File: src/hdl/cmd_defines.svh
// constants for the host packet command interpreter
`ifndef CMD_DEFINES_SVH
`define CMD_DEFINES_SVH

// =====================================================================
// timing
`define CLK_PERIOD_NS 25
`define FLASH_TIME_MS 1000
`define BLINK_TIME_MS 50
`define FLASH_CYCLES ((`FLASH_TIME_MS * 1000000) / `CLK_PERIOD_NS)
`define BLINK_CYCLES ((`BLINK_TIME_MS * 1000000) / `CLK_PERIOD_NS)
`define STROBE_CYCLES 4

// =====================================================================
// packet layout and codes
`define PKT_MAX 5
`define PKT_MIN_LEN 8'h02
`define NUM_PINS 42
`define CMD_PING 8'h27
`define CMD_FLASH 8'h28
`define CMD_LED 8'h29
`define CMD_PIN 8'h30
`define PING_REPLY 8'h50
`define ERR_CMD 8'hE0
`define ERR_PIN 8'hE1
`define ERR_WO_READ 8'hE3
`define DIR_WRITE 8'h00
`define LVL_HIGH 8'h01
`define PIN_WO_A 8'hF6
`define PIN_WO_B 8'hF7
`define PIN_WO_A_IDX 6'h28
`define PIN_WO_B_IDX 6'h29

`endif

File: src/hdl/cmd_pkg.sv
// types shared by the host packet command interpreter
package cmd_pkg;
  typedef enum logic [2:0] {
    S_IDLE = 3'b000,
    S_RD = 3'b001,
    S_GAP = 3'b010,
    S_EXEC = 3'b011,
    S_TXW = 3'b100,
    S_WR = 3'b101
  } state_e;
  typedef logic [7:0] byte_t;
endpackage : cmd_pkg

File: src/hdl/host_packet_command_interpreter.sv
// byte-packet command interpreter behind a parallel fifo bridge channel
// Operation
// RL1 - packet byte0 is total length, byte1 command; collect all bytes first
// RL2 - ping (len 2, code 0x27) replies single byte 0x50
// RL3 - flash code 0x28 blinks led about one second, echoes 0x28
// RL4 - led packet len 3, code 0x29; byte2 0x00 off, 0x01 on
// RL5 - led packet reply is exactly one byte 0x29
// RL6 - host sends pin packet length 4 for read, 5 for write
// RL7 - pin packet byte2 selects pin, code 0x00 to 0xF7
// RL8 - byte3 0x00 writes and makes output; 0x01 reads and makes input
// RL9 - pin read first reply byte is level, 0x00 low, 0x01 high
// RL10 - pin read second reply byte is echo 0x30
// RL11 - pin write byte4 drives selected pin low 0x00, high 0x01
// RL12 - pin write reply is exactly one byte 0x30
// RL13 - commands pass over the parallel fifo channel
// RL14 - second channel is a separate uart link
// RL15 - unsupported command replies 0xE0, no action
// RL16 - invalid pin number replies 0xE1
// RL17 - read of either write-only pin replies 0xE3
// RL18 - valid pins: 0x00-07,20-27,30-37,40-47,C0-C7, F6, F7
// RL19 - one packet at a time, reply finished before next length byte
`timescale 1ns/1ps
`include "cmd_defines.svh"

module host_packet_command_interpreter #(
  parameter int FLASH_CYCLES = `FLASH_CYCLES, // led flash length
  parameter int BLINK_CYCLES = `BLINK_CYCLES, // half period of the blink
  parameter int NPIN = `NUM_PINS // user pins
) (
  input wire logic mclk, // system clock
  input wire logic resetn, // async reset, active low
  input wire logic rxf_n, // bridge holds a byte, active low
  output logic rd_n, // read strobe to bridge, active low
  input wire logic txe_n, // bridge can take a byte, active low
  output logic wr_n, // write strobe to bridge, active low
  input wire logic [7:0] fifo_data_i, // bridge data bus in
  output logic [7:0] fifo_data_o, // bridge data bus out
  output logic fifo_data_oe_n, // bus drive enable, low drives
  input wire logic uart_rx, // serial link from bridge
  output logic uart_tx, // serial link to bridge
  output logic led, // status led, high lit
  input wire logic [NPIN-1:0] pin_in, // user pin levels
  output logic [NPIN-1:0] pin_out, // user pin drive levels
  output logic [NPIN-1:0] pin_oe_n // user pin enables, low drives
);
  import cmd_pkg::*;

  // =====================================================================
  // synchronisers
  logic rxf_m_q, rxf_n_q, txe_m_q, txe_n_q, uart_m_q, uart_s_q;
  byte_t data_m_q, data_s_q;
  logic [NPIN-1:0] pin_m_q, pin_s_q;

  // every pin-side input takes two flops before use
  always_ff @(posedge mclk or negedge resetn) begin
    if (!resetn) begin
      {rxf_m_q, rxf_n_q, txe_m_q, txe_n_q, uart_m_q, uart_s_q} <= 6'h3F;
      data_m_q <= 8'h00;
      data_s_q <= 8'h00;
      pin_m_q <= '0;
      pin_s_q <= '0;
    end else begin
      {rxf_m_q, rxf_n_q} <= {rxf_n, rxf_m_q};
      {txe_m_q, txe_n_q} <= {txe_n, txe_m_q};
      {uart_m_q, uart_s_q} <= {uart_rx, uart_m_q};
      {data_m_q, data_s_q} <= {fifo_data_i, data_m_q};
      {pin_m_q, pin_s_q} <= {pin_in, pin_m_q};
    end
  end

  // =====================================================================
  // packet decode
  state_e state_q;
  byte_t pkt_q [0:`PKT_MAX-1];
  byte_t cnt_q, rep0_q, rep1_q, rep0_d;
  logic [2:0] tmr_q;
  logic pend_q, two_q, two_d;
  logic led_state_q, flash_q, blink_q, led_q, uart_tx_q;
  logic [31:0] flash_cnt_q, blink_cnt_q;
  logic [NPIN-1:0] pin_out_q, pin_oe_n_q;

  wire byte_t cmd = pkt_q[1];
  wire byte_t pcode = pkt_q[2];
  wire byte_t need = (pkt_q[0] < `PKT_MIN_LEN) ? `PKT_MIN_LEN : pkt_q[0];
  wire last_byte = (cnt_q != 8'h00) && (cnt_q + 8'h01 >= need); // RL1
  wire strobe_end = tmr_q == 3'(`STROBE_CYCLES - 1);
  // pin groups map to index blocks of eight
  wire grp_ok = pcode[7:4] == 4'h0 || pcode[7:4] == 4'h2 || pcode[7:4] == 4'h3 ||
    pcode[7:4] == 4'h4 || pcode[7:4] == 4'hC; // RL18
  wire [2:0] grp = (pcode[7:4] == 4'h0) ? 3'h0 : (pcode[7:4] == 4'h2) ? 3'h1 :
    (pcode[7:4] == 4'h3) ? 3'h2 : (pcode[7:4] == 4'h4) ? 3'h3 : 3'h4;
  wire pin_wo = pcode == `PIN_WO_A || pcode == `PIN_WO_B; // RL17
  wire pin_ok = pin_wo || (grp_ok && !pcode[3]); // RL7
  wire [5:0] pin_idx = pin_wo ? (pcode[0] ? `PIN_WO_B_IDX : `PIN_WO_A_IDX) :
    {grp, pcode[2:0]};
  wire pin_rd = pkt_q[3] != `DIR_WRITE; // RL8
  wire pin_lvl = pin_s_q[pin_idx];
  wire exec = state_q == S_EXEC;

  // reply selection; any direction code other than write is taken as read
  always_comb begin
    rep0_d = `ERR_CMD; // RL15
    two_d = 1'b0;
    if (cmd == `CMD_PING) begin
      rep0_d = `PING_REPLY; // RL2
    end else if (cmd == `CMD_FLASH || cmd == `CMD_LED) begin
      rep0_d = cmd; // RL3 RL5
    end else if (cmd == `CMD_PIN) begin
      if (!pin_ok) begin
        rep0_d = `ERR_PIN; // RL16
      end else if (pin_rd && pin_wo) begin
        rep0_d = `ERR_WO_READ; // RL17
      end else if (pin_rd) begin
        rep0_d = {7'h00, pin_lvl}; // RL9
        two_d = 1'b1; // RL10
      end else begin
        rep0_d = cmd; // RL12
      end
    end
  end

  // =====================================================================
  // fifo handshake and packet sequencing
  // gap after each write strobe and every read strobe but a packet's last outlasts the flag synchronisers, so stale flags are never used
  always_ff @(posedge mclk or negedge resetn) begin
    if (!resetn) begin
      state_q <= S_IDLE;
      tmr_q <= 3'h0;
      cnt_q <= 8'h00;
      pend_q <= 1'b0;
      two_q <= 1'b0;
      rep0_q <= 8'h00;
      rep1_q <= 8'h00;
      rd_n <= 1'b1;
      wr_n <= 1'b1;
      fifo_data_o <= 8'h00;
      fifo_data_oe_n <= 1'b1;
      for (int i = 0; i < `PKT_MAX; i++) pkt_q[i] <= 8'h00;
    end else begin
      case (state_q)
        S_IDLE: begin
          tmr_q <= 3'h0;
          if (!rxf_n_q) begin
            rd_n <= 1'b0; // RL13
            state_q <= S_RD;
          end
        end
        S_RD: begin
          tmr_q <= tmr_q + 3'h1;
          if (strobe_end) begin
            if (cnt_q < 8'(`PKT_MAX)) pkt_q[cnt_q[2:0]] <= data_s_q; // RL1
            cnt_q <= cnt_q + 8'h01;
            rd_n <= 1'b1;
            tmr_q <= 3'h0;
            state_q <= last_byte ? S_EXEC : S_GAP; // RL19
          end
        end
        S_GAP: begin
          tmr_q <= tmr_q + 3'h1;
          if (strobe_end) begin
            fifo_data_oe_n <= 1'b1;
            pend_q <= 1'b0;
            state_q <= pend_q ? S_TXW : S_IDLE;
          end
        end
        S_EXEC: begin
          rep0_q <= rep0_d;
          rep1_q <= `CMD_PIN;
          two_q <= two_d;
          cnt_q <= 8'h00;
          state_q <= S_TXW;
        end
        S_TXW: begin
          tmr_q <= 3'h0;
          if (!txe_n_q) begin
            fifo_data_o <= rep0_q;
            fifo_data_oe_n <= 1'b0;
            state_q <= S_WR;
          end
        end
        S_WR: begin
          wr_n <= strobe_end;
          tmr_q <= tmr_q + 3'h1;
          if (strobe_end) begin
            tmr_q <= 3'h0;
            pend_q <= two_q; // second reply byte pending
            two_q <= 1'b0;
            rep0_q <= rep1_q; // RL10
            state_q <= S_GAP;
          end
        end
        default: state_q <= S_IDLE;
      endcase
    end
  end

  // =====================================================================
  // command actions: led, flash timer, user pins
  always_ff @(posedge mclk or negedge resetn) begin
    if (!resetn) begin
      led_state_q <= 1'b0;
      pin_out_q <= '0;
      pin_oe_n_q <= '1;
    end else if (exec && cmd == `CMD_LED) begin
      led_state_q <= pkt_q[2] == `LVL_HIGH; // RL4
    end else if (exec && cmd == `CMD_PIN && pin_ok && !(pin_rd && pin_wo)) begin
      pin_oe_n_q[pin_idx] <= pin_rd; // RL8
      if (!pin_rd) pin_out_q[pin_idx] <= pkt_q[4] == `LVL_HIGH; // RL11
    end
  end

  // flash runs in the background so the echo is not held for a second
  always_ff @(posedge mclk or negedge resetn) begin
    if (!resetn) begin
      flash_q <= 1'b0;
      blink_q <= 1'b0;
      flash_cnt_q <= 32'h0;
      blink_cnt_q <= 32'h0;
    end else if (exec && cmd == `CMD_FLASH) begin
      flash_q <= 1'b1; // RL3
      blink_q <= 1'b1;
      flash_cnt_q <= 32'h0;
      blink_cnt_q <= 32'h0;
    end else if (flash_q) begin
      flash_cnt_q <= flash_cnt_q + 32'h1;
      blink_cnt_q <= (blink_cnt_q == 32'(BLINK_CYCLES - 1)) ? 32'h0 : blink_cnt_q + 32'h1;
      if (blink_cnt_q == 32'(BLINK_CYCLES - 1)) blink_q <= !blink_q;
      if (flash_cnt_q == 32'(FLASH_CYCLES - 1)) flash_q <= 1'b0;
    end
  end

  // serial channel is looped back, kept apart from the packet path
  always_ff @(posedge mclk or negedge resetn) begin
    if (!resetn) begin
      led_q <= 1'b0;
      uart_tx_q <= 1'b1;
    end else begin
      led_q <= flash_q ? blink_q : led_state_q;
      uart_tx_q <= uart_s_q; // RL14
    end
  end

  assign led = led_q;
  assign uart_tx = uart_tx_q;
  assign pin_out = pin_out_q;
  assign pin_oe_n = pin_oe_n_q;
endmodule : host_packet_command_interpreter

File: config.mk
export PLATFORM = sky130hd
export DESIGN_NAME = host_packet_command_interpreter
export DESIGN_NICKNAME = d
export VERILOG_FILES = /design/src/hdl/cmd_pkg.sv /design/src/hdl/host_packet_command_interpreter.sv
export VERILOG_INCLUDE_DIRS = /design/src /design/src/hdl
export SDC_FILE = /design/constraint.sdc
export NUM_CORES = 1
export LEC_CHECK = 0
export BUFFER_PORTS_ARGS = -buffer_cell sky130_fd_sc_hd__buf_2
export CAP_MARGIN = 20
export CORE_MARGIN = 3
export CORE_UTILIZATION = 45
export DETAILED_ROUTE_END_ITERATION = 16
export GPL_ROUTABILITY_DRIVEN = 0
export PLACE_DENSITY = 0.74
export SYNTH_ARGS = -nofsm -noshare
export SYNTH_HDL_FRONTEND = slang
export SYNTH_SLANG_ARGS = --single-unit
File: constraint.sdc
create_clock -name mclk -period 5.78 [get_ports mclk]
set_input_delay 1.156 -clock mclk [delete_from_list [all_inputs] [get_ports mclk]]
set_output_delay 1.156 -clock mclk [all_outputs]
set_load 0.02 [all_outputs]
Yosys cells after proc, flatten, opt, wreduce, memory -nomap -nowiden
Cells that the tools add are included.

word-level totals
  register bits = 335
  bits in latches = 0
  memory bits (writable) = 0
  memory bits (read-only) = 0
  input bits = 55
  output and inout bits = 97
  word-level logic and storage cells = 183
  memories = 0

cells by class
  $add $sub $neg = 4
  multipliers = 0
  divide/modulo/power cells = 0
  order comparisons = 7
  eq/ne operators = 25
  shift operators = 0
  mux-type cells = 63
  bitwise gates (word level) = 4
  reductions and logical operators = 45

operator list
  operator               count
  $mux 32                5
  $bwmux 42              2
  $mux 8                 10
  $add 32x1->32 const B  2
  $bwmux 40              1
  $mux 3                 11
  $eq 32x21->1 const B   1
  $eq 32x26->1 const B   1
  $eq 8x6->1 const B     4
  $pmux 8 s2             2
  $demux 8 s3            1
  $mux 1                 22
  $pmux 3 s6             1
  $eq 8x1->1 const B     2
  $eq 8x8->1 const B     2
  $reduce_bool 8->1      2
  $reduce_and 3->1       5
  $reduce_bool 2->1      7
  $logic_and 1x1->1      10
  $ne 2x2->1 const B     5
  $reduce_and 2->1       5
  $eq 3x2->1 const B     3
  $pmux 3 s3             1
  $add 8x1->8 const B    1
  other kinds (26)       42

Longest topological paths before layout
Gate-level depths: netlist of the first run.

  word-level depth = 15
  mapped depth = 10

Worst setup path after synthesis of the first run
OpenSTA, ideal clock, no wires.

  path type = reg2reg
  start = reg blink_cnt_q[14]
  end = reg blink_cnt_q[15]
  setup time = 0.119 ns
  arrival = 2.203 ns
  data required time = 5.661 ns
  setup slack = 3.459 ns
  cell stages (with the launch flop) = 8
  path buffers = 1
  cells stage by stage = dfrtp_1 -> or4b_1 -> or4_4 -> nor4_4 -> nand2b_1 -> buf_4 -> nor4_1 -> o21a_1

on the way
  word-level cells in the longest chain between the ends = 4
  elaborated cells between the ends (all ways) = 5
  classes of those cells = 1 x add/sub; 1 x eq/ne; 3 x mux

ends and longest elaborated chain
  what                                           line                                    text
  from (decl)                                    host_packet_command_interpreter.sv:79   logic [31:0] flash_cnt_q, blink_cnt_q;
  from (signal assigned)                         host_packet_command_interpreter.sv:226  blink_cnt_q <= (blink_cnt_q == 32'(BLINK_CYCLES - 1)) ? 32'h0 : blink_cnt_q + 32'h1;
  $add 32x1->32 or $eq 32x21->1 (tied branches)  host_packet_command_interpreter.sv:226
  $mux 32 (*)                                    host_packet_command_interpreter.sv:226
  $mux 32 (*)                                    host_packet_command_interpreter.sv:224  end else if (flash_q) begin
  $mux 32 (*)                                    host_packet_command_interpreter.sv:219  end else if (exec && cmd == `CMD_FLASH) begin

Mark *: on every way between the ends. The rest lies on a longest branch, timed or not. The select of a mux whose other input is x is not followed.
A chain may end at the register's enable or synchronous reset.

Worst setup path in the final report of the first run
  start = reg state_q[1]
  end = reg pin_out_q[7] (netlist: pin_out[7])

on the way
  word-level cells in the longest chain between the ends = 5
  elaborated cells between the ends (all ways) = 7
  classes of those cells = 1 x eq/ne; 1 x bitwise; 5 x reduce/logical

ends and longest elaborated chain
  what                             line                                    text
  from (decl)                      host_packet_command_interpreter.sv:73   state_e state_q;
  from (signal assigned)           host_packet_command_interpreter.sv:155  state_q <= last_byte ? S_EXEC : S_GAP;
  from (signal assigned)           host_packet_command_interpreter.sv:163  state_q <= pend_q ? S_TXW : S_IDLE;
  $eq 3x2->1 (*)                   host_packet_command_interpreter.sv:98   wire exec = state_q == S_EXEC;
  $logic_and 1x1->1 (no line)      -
  $logic_and 1x1->1 (2 in series)  host_packet_command_interpreter.sv:206  end else if (exec && cmd == `CMD_PIN && pin_ok && !(pin_rd && pin_wo)) begin
  $reduce_and 3->1 (no line) (*)   -
  to (signal, indexed assignment)  host_packet_command_interpreter.sv:208  if (!pin_rd) pin_out_q[pin_idx] <= pkt_q[4] == `LVL_HIGH;
  to (decl)                        host_packet_command_interpreter.sv:80   logic [NPIN-1:0] pin_out_q, pin_oe_n_q;

Mark *: on every way between the ends. The rest lies on a longest branch, timed or not.

==> summary.txt, run 1 <==
Run
  • Number of max-cap violations: 0

Clock tree
  • CTS Buf Count: 36
  • Clock sink total: 331
  • Clk_lat worst skew: 0.52 ns
  • CTS Root Cell: clkbuf_16
  • Post-cts resize count: 0
  • CTS Hold Bufs: 0
  • CTS max path bufs: 3
  • Reg clk slew, reported paths: 0.06 ns
  • CTS tree: built
  • Postcts setup bufs: 0
  • H-tree levels: 2

Critical path
  • Crit start category: flop
  • Max FO, Critical Path: 20
  • Start point of the critical path: state_q[1]
  • R2R cell count: 6
  • Worst reg2reg startpoint: state_q[1]
  • Critical Path End: pin_out[7]
  • Worst EP arrival: 3.55 ns
  • CP max stage cell: dfrtp_1
  • Crit end category: flop
  • Worst reg-to-reg setup slack: 2.60 ns
  • Worst R2R End: pin_out[7]
  • Worst path max stage delay: 0.68 ns
  • Worst-path cell chain: and3b_1, and4_1, and3_1, nand4_1, o21ai_0, o31ai_1
  • Setup Crit Path Kind: flop to flop
  • CP required: 6.15 ns

Power
  • Flop pwr share: 40.9%
  • Leak: 7.42 nW
  • Pint: 4.50 mW
  • Switching part of the total power: 34.2%
  • NetSw: 2.34 mW
  • Peak supply drop: 0.329 mV
  • Combinational Power Share: 24.8%
  • PD cells: 421 mW/mm2
  • Clock Power Share: 34.3%

Final layout
  • Design Area, Final: 0.0162 mm2
  • Layout cell share with drive strength beyond 1: 27.4%
  • Final Net Count: 1406
  • Most common cell after layout, fill and taps aside: dfrtp_1
  • Area added between synthesis and finish: 16.8%
  • Ant. Diodes: 0
  • Commonest non-fill, non-tap cells in the layout: dfrtp_1, buf_2, nand2_1, nor2_1, mux2_2

Logic synthesis
  • Largest family of logic cells by synthesized area: simple AND/OR/NAND/NOR gates
  • Post-synth EDFFs: 0
  • Synth Area in Simple Gates: 14.7%
  • Synth cell types: 67
  • Async SR Flop Fraction: 100%
  • Mapped Nets: 1274
  • Syn Inst Count: 1203
  • Seq cells post-synth: 331
  • Post-synthesis adder-cell area fraction: 1.44%
  • Seq/Total Area, Yosys: 60.1%
  • Syn Std Cell Area: 0.0139 mm2
  • Synth Area in XOR/XNOR: 3.53%
  • Post-synthesis mux area share: 7.27%
  • Yosys warns: 0
  • Top FF cell, synth: dfrtp_1
  • Synth Area per Inst: 11.6 um2
  • Compound-Gate Fraction of Synth Area: 10.5%

Drt
  • DRT Wirelength: 31400 um
  • DRC errors left: 0
  • Final ANT Viol Nets: 0
  • Via count: 9883
  • DR iter-0 viols: 797
  • WL per Instance: 17.9 um
  • Via/cell ratio: 5.64
  • Drt first pass iters: 6

Place
  • I/O Buffers: 149
  • Dpl cell area: 0.0150 mm2
  • Post-DP HPWL: 21000 um

STA
  • Least-Margin Pin Slew: 1.13 ns
  • Post-route setup TNS: 0 ns
  • Unrepaired setup endpoints after global routing: false
  • Minimum clock period: 3.18 ns
  • Slew Viols, Final: 0
  • Tcrit/Tclk final: 55.0%
  • Rel. slew slack: 23.5%
  • F_max: 315 MHz
  • Hold_ws: 0.340 ns
  • Final setup vio count: 0
  • Fin. Hold Viols: 0
  • Final setup skew: 0.0146 ns

Global routing
  • Antenna violations before repair: 0
  • Gr usage total: 18.7%
  • Vias in the first global route: 9528
  • Remaining Overflow, GRT: 0
  • First-pass GRT wire length: 50900 um
  • Largest net degree at the start of global routing: 118

Die
  • Io pins: 152
  • Starting density of the core: 46.3%
  • Die width: 182 um
  • Core footprint: 0.0300 mm2
  • Row count: 63
  • Die area: 0.0330 mm2
  • DIE HEIGHT: 182 um

Status
  • Outcome: finished clean

Min path
  • Worst Hold Launch: data_m_q[5]
  • Hold Path Class: flop to flop
-- cells by family (layout without fill, tap and decap cells) --
kind of cell | count (synthesis) | in the layout
AND/OR/NAND/NOR | 395 | 395
XOR/XNOR | 56 | 56
AO/OA/AOI/OAI | 230 | 230
multiplexers | 91 | 91
flip-flops | 331 | 331
buffers and inverters | 84 | 243
adder cells (fa/ha/maj) | 16 | 16
-- power by group through the flow --
stage | combinational [mW] | clock (mW) | sequential [mW]
after global routing | 1.87 | 2.50 | 2.83
after global placement | 1.59 | 0 | 2.84
after detailed placement | 1.62 | 0 | 2.85
after floorplan | 1.27 | 0 | 2.70
final | 1.70 | 2.34 | 2.80
after CTS | 1.63 | 2.40 | 2.82
-- Yosys cell counts, drive strengths merged (6+ instances only) --
cell      n  share of area [%]
buf      16               0.57
nor4     21                1.1
nor3     28                1.2
or3       9               0.41
nor2     95                2.6
a31o      6               0.38
ha       16                1.4
xnor2    20                1.3
xor2     36                2.3
nand2b    7               0.32
dfstp    52                9.8
mux2     70                5.7
and2      8               0.36
a21oi    44                1.6
and4      6               0.38
clkbuf   50                1.4
mux2i    20                1.4
nand4    21               0.95
nor2b    11               0.50
o31ai    51                2.8
and3     15               0.68
nand3    45                1.8
nor4b     6               0.38
or4       7               0.43
o21ai    69                2.5
a31oi    20               0.90
dfrtp   279                 50
nand2    98                2.7
inv      18               0.49
-- sequential cells by signal (all words and copies together), names as in the netlist, 24 cells and up --
register / count
flash_cnt_q: 32
pin_oe_n: 42
pin_out: 42
blink_cnt_q: 32
pin_m_q: 40
pin_s_q: 40
pkt_q: 24
-- routing by layer --
layer	GRT usage [%]	part of all wire, %
met2	29.6	47
met3	3.04	6.3
met5	0	0
met1	27.1	44
met4	4.69	1.9
-- area by class of cell --
class                   count  area [um2]
clock buffers              46         988
clock inverters            19         236
fillers                  2518       13800
inverters                  18        67.6
multi-input cells         788        5230
flip-flops and latches    331        8350
well taps                 390         488
repair buffers            160         871
-- metrics by stage --
| step | utilization [%] | cells | power [mW] | worst slack [ns] |
|---|---|---|---|---|
| 6_report | 54.0 | 1752 | 6.84 | 2.60 |
| 5_1_grt | 54.0 | 1752 | 7.20 | 2.28 |
| 4_1_cts | 53.9 | 1750 | 6.84 | 2.60 |
| 3_5_place_dp | 49.8 | 1685 | 4.47 | 2.61 |
| 3_3_place_gp | 49.8 | 1685 | 4.43 | 2.70 |
| 2_1_floorplan | - | 1203 | 3.98 | 3.46 |
-- worst max-delay path: cells and delay by family, from the launching register on --
| family | cells | cell delay [ns] |
|---|---|---|
| and+or+nand+nor | 4 | 1.81 |
| AOI/OAI and AO/OA | 2 | 0.53 |
| DFF | 1 | 0.68 |
-- how the worst min path moves through the flow --
stage	to	slack (ns)	cells past startpoint
2_1_floorplan	data_s_q[0]	0.33	0
3_3_place_gp	pin_s_q[17]	0.33	0
3_5_place_dp	data_s_q[5]	0.33	0
4_1_cts	data_s_q[5]	0.34	0
5_1_grt	data_s_q[5]	0.35	0
6_report	data_s_q[5]	0.34	0
Note: power is estimated with default switching activity, not from simulation.
==> run 2: changes to the inputs <==
- PLACE_DENSITY: 0.74 -> 0.76
- clock period: 5.78 -> 2.58 ns (I/O delays scaled with it)
==> summary.txt, run 2 (synthesis gave the netlist of run 1 again) <==
Power
  • Switching part of the total power: 34.1%
  • Tot Pwr: 15.4 mW
  • Clock Power Share: 33.1%
  • Combinational Power Share: 27.2%
  • Flop pwr share: 39.7%
  • Peak supply drop: 0.924 mV
  • Leak: 7.61 nW
  • PD cells: 932 mW/mm2
  • Pint: 10.2 mW
  • NetSw: 5.27 mW

Clock tree
  • CTS Buf Count: 36
  • Reg clk slew, reported paths: 0.07 ns
  • CTS tree: built
  • Clk_lat worst skew: 0.52 ns
  • H-tree levels: 2
  • CTS max path bufs: 3
  • CTS Root Cell: clkbuf_16
  • Clock sink total: 331

Critical path
  • Largest delay share family, worst path: simple AND/OR/NAND/NOR gates
  • Max FO, Critical Path: 8
  • CP max stage cell: or4b_1
  • Worst EP arrival: 2.88 ns
  • Worst path buffer plus inverter count: 1
  • Setup Crit Path Kind: flop to flop
  • Crit end category: flop
  • CP required: 2.98 ns
  • Worst path max stage delay: 0.52 ns
  • Worst-path cell chain: or4b_1, or4_4, nor4_4, buf_4, a21oi_1, o21ai_0, a21oi_2
  • Crit start category: flop

Place
  • I/O Buffers: 149
  • Post-DP HPWL: 21900 um
  • Dpl cell area: 0.0153 mm2
  • Post-Place Cells: 1725

STA
  • Final setup vio count: 0
  • Hold_ws: 0.0890 ns
  • Least-Margin Pin Slew: 0.637 ns
  • Final setup skew: 0.0199 ns
  • Fin. Hold Viols: 0
  • Slew Viols, Final: 0
  • Minimum clock period: 2.49 ns
  • Unrepaired setup endpoints after global routing: false
  • Post-route setup TNS: 0 ns
  • Tcrit/Tclk final: 96.3%
  • F_max: 402 MHz
  • Rel. slew slack: 57.2%

Die
  • Die area: 0.0330 mm2
  • Starting density of the core: 46.3%
  • Row count: 63
  • Die width: 182 um
  • Core footprint: 0.0300 mm2
  • Io pins: 152
  • DIE HEIGHT: 182 um

Global routing
  • Vias in the first global route: 9968
  • Antenna violations before repair: 0
  • Met2 capacity usage during global routing: 31.3%
  • Remaining Overflow, GRT: 0
  • Global routing usage on met3: 3.27%
  • Top Usage Layer GRT: met2
  • Gr usage total: 19.0%
  • First-pass GRT wire length: 51900 um
  • Met1 Use GR: 26.2%
  • Largest net degree at the start of global routing: 68

Drt
  • DR iter-0 viols: 890
  • WL per Instance: 17.7 um
  • Drt first pass iters: 5
  • Final ANT Viol Nets: 0
  • DRC errors left: 0
  • Via/cell ratio: 5.60
  • DRT Wirelength: 31800 um
  • Via count: 10000

Min path
  • Hold Path Class: primary input to flop

Run
  • Number of max-cap violations: 0

Final layout
  • Ant. Diodes: 0
  • Layout cell share with drive strength beyond 1: 29.7%
  • Commonest non-fill, non-tap cells in the layout: dfrtp_1, buf_2, nand2_1, nor2_1, mux2_2
  • Layout Cells excl Fill: 1792
  • Final Net Count: 1445
  • Area added between synthesis and finish: 19.1%
  • Most common cell after layout, fill and taps aside: dfrtp_1
  • Design Area, Final: 0.0166 mm2

Status
  • Outcome: finished clean
==> run 2: changes by cell type in the layout (fill, tap and decap cells not counted), sizes merged <==
| cell | previous run | this run |
|---|---|---|
| clkbuf | 46 | 49 |
| dlygate4sd3 | 0 | 1 |
| buf | 160 | 198 |
| clkinv | 11 | 10 |
| bufinv | 4 | 1 |
| clkinvlp | 1 | 3 |
==> run 2: what timing repair did <==
item | 4_1_cts | 5_1_grt
setup buffers | 0 | 0
resized for setup | 0 | 3
setup endpoints to repair | 0 | 2
hold endpoints to repair | 54 | 0
hold buffers | 1 | 0
==> run 2: stage by stage <==
stage,util (%),setup WS (ns)
global placement,51.0,0.168
CTS,55.1,0.110
detailed placement,51.0,0.157
global route,55.1,0.00818
floorplan,-,0.259
finish,55.1,0.0945
==> run 2: layout make-up <==
type,count,area (um2)
fillers,2501,13500
flip-flops and latches,331,8350
multi-input cells,788,5240
repair buffers,199,1210
clock buffers,49,1040
well taps,390,488
clock inverters,17,159
inverters,18,67.6
==> run 2: power by group through the flow <==
stage | combinational, mW | sequential, mW | clock (mW)
global route | 4.65 | 6.18 | 5.44
detailed placement | 4.20 | 6.20 | 0
CTS | 4.21 | 6.12 | 5.22
global placement | 4.09 | 6.17 | 0
finish | 4.20 | 6.13 | 5.10
floorplan | 2.85 | 6.06 | 0
==> run 2: layer usage <==
metal  routed length, um  up-vias  part of all wire [%]
li1                    -     4657                     -
met1               13800     4981                    43
met2               15200      338                    48
met3                2010       67                   6.3
met4                 739        0                   2.3
met5                   0        -                     0
==> run 2: final timing paths <==
| check | from | endpoint | slack (ns) | cells after the start |
|---|---|---|---|---|
| worst max-delay path | blink_cnt_q[14] | blink_cnt_q[28] | 0.09 | 7 |
| worst min-delay path | pin_in[17] | pin_m_q[17] | 0.09 | 1 |
| worst max register to register | blink_cnt_q[14] | blink_cnt_q[28] | 0.09 | 7 |
| worst min register to register | pin_m_q[7] | pin_s_q[7] | 0.33 | 0 |
| max in group asynchronous | resetn | uart_m_q | 1.25 | 3 |
| min in group asynchronous | resetn | pin_out[2] | 0.53 | 2 |
==> run 2: worst register-to-register path, stage by stage (launching register included) <==
cell and delay (ns):
dfrtp_1 0.41, or4b_1 0.52, or4_4 0.50, nor4_4 0.33, buf_4 0.23, a21oi_1 0.05
o21ai_0 0.24, a21oi_2 0.09
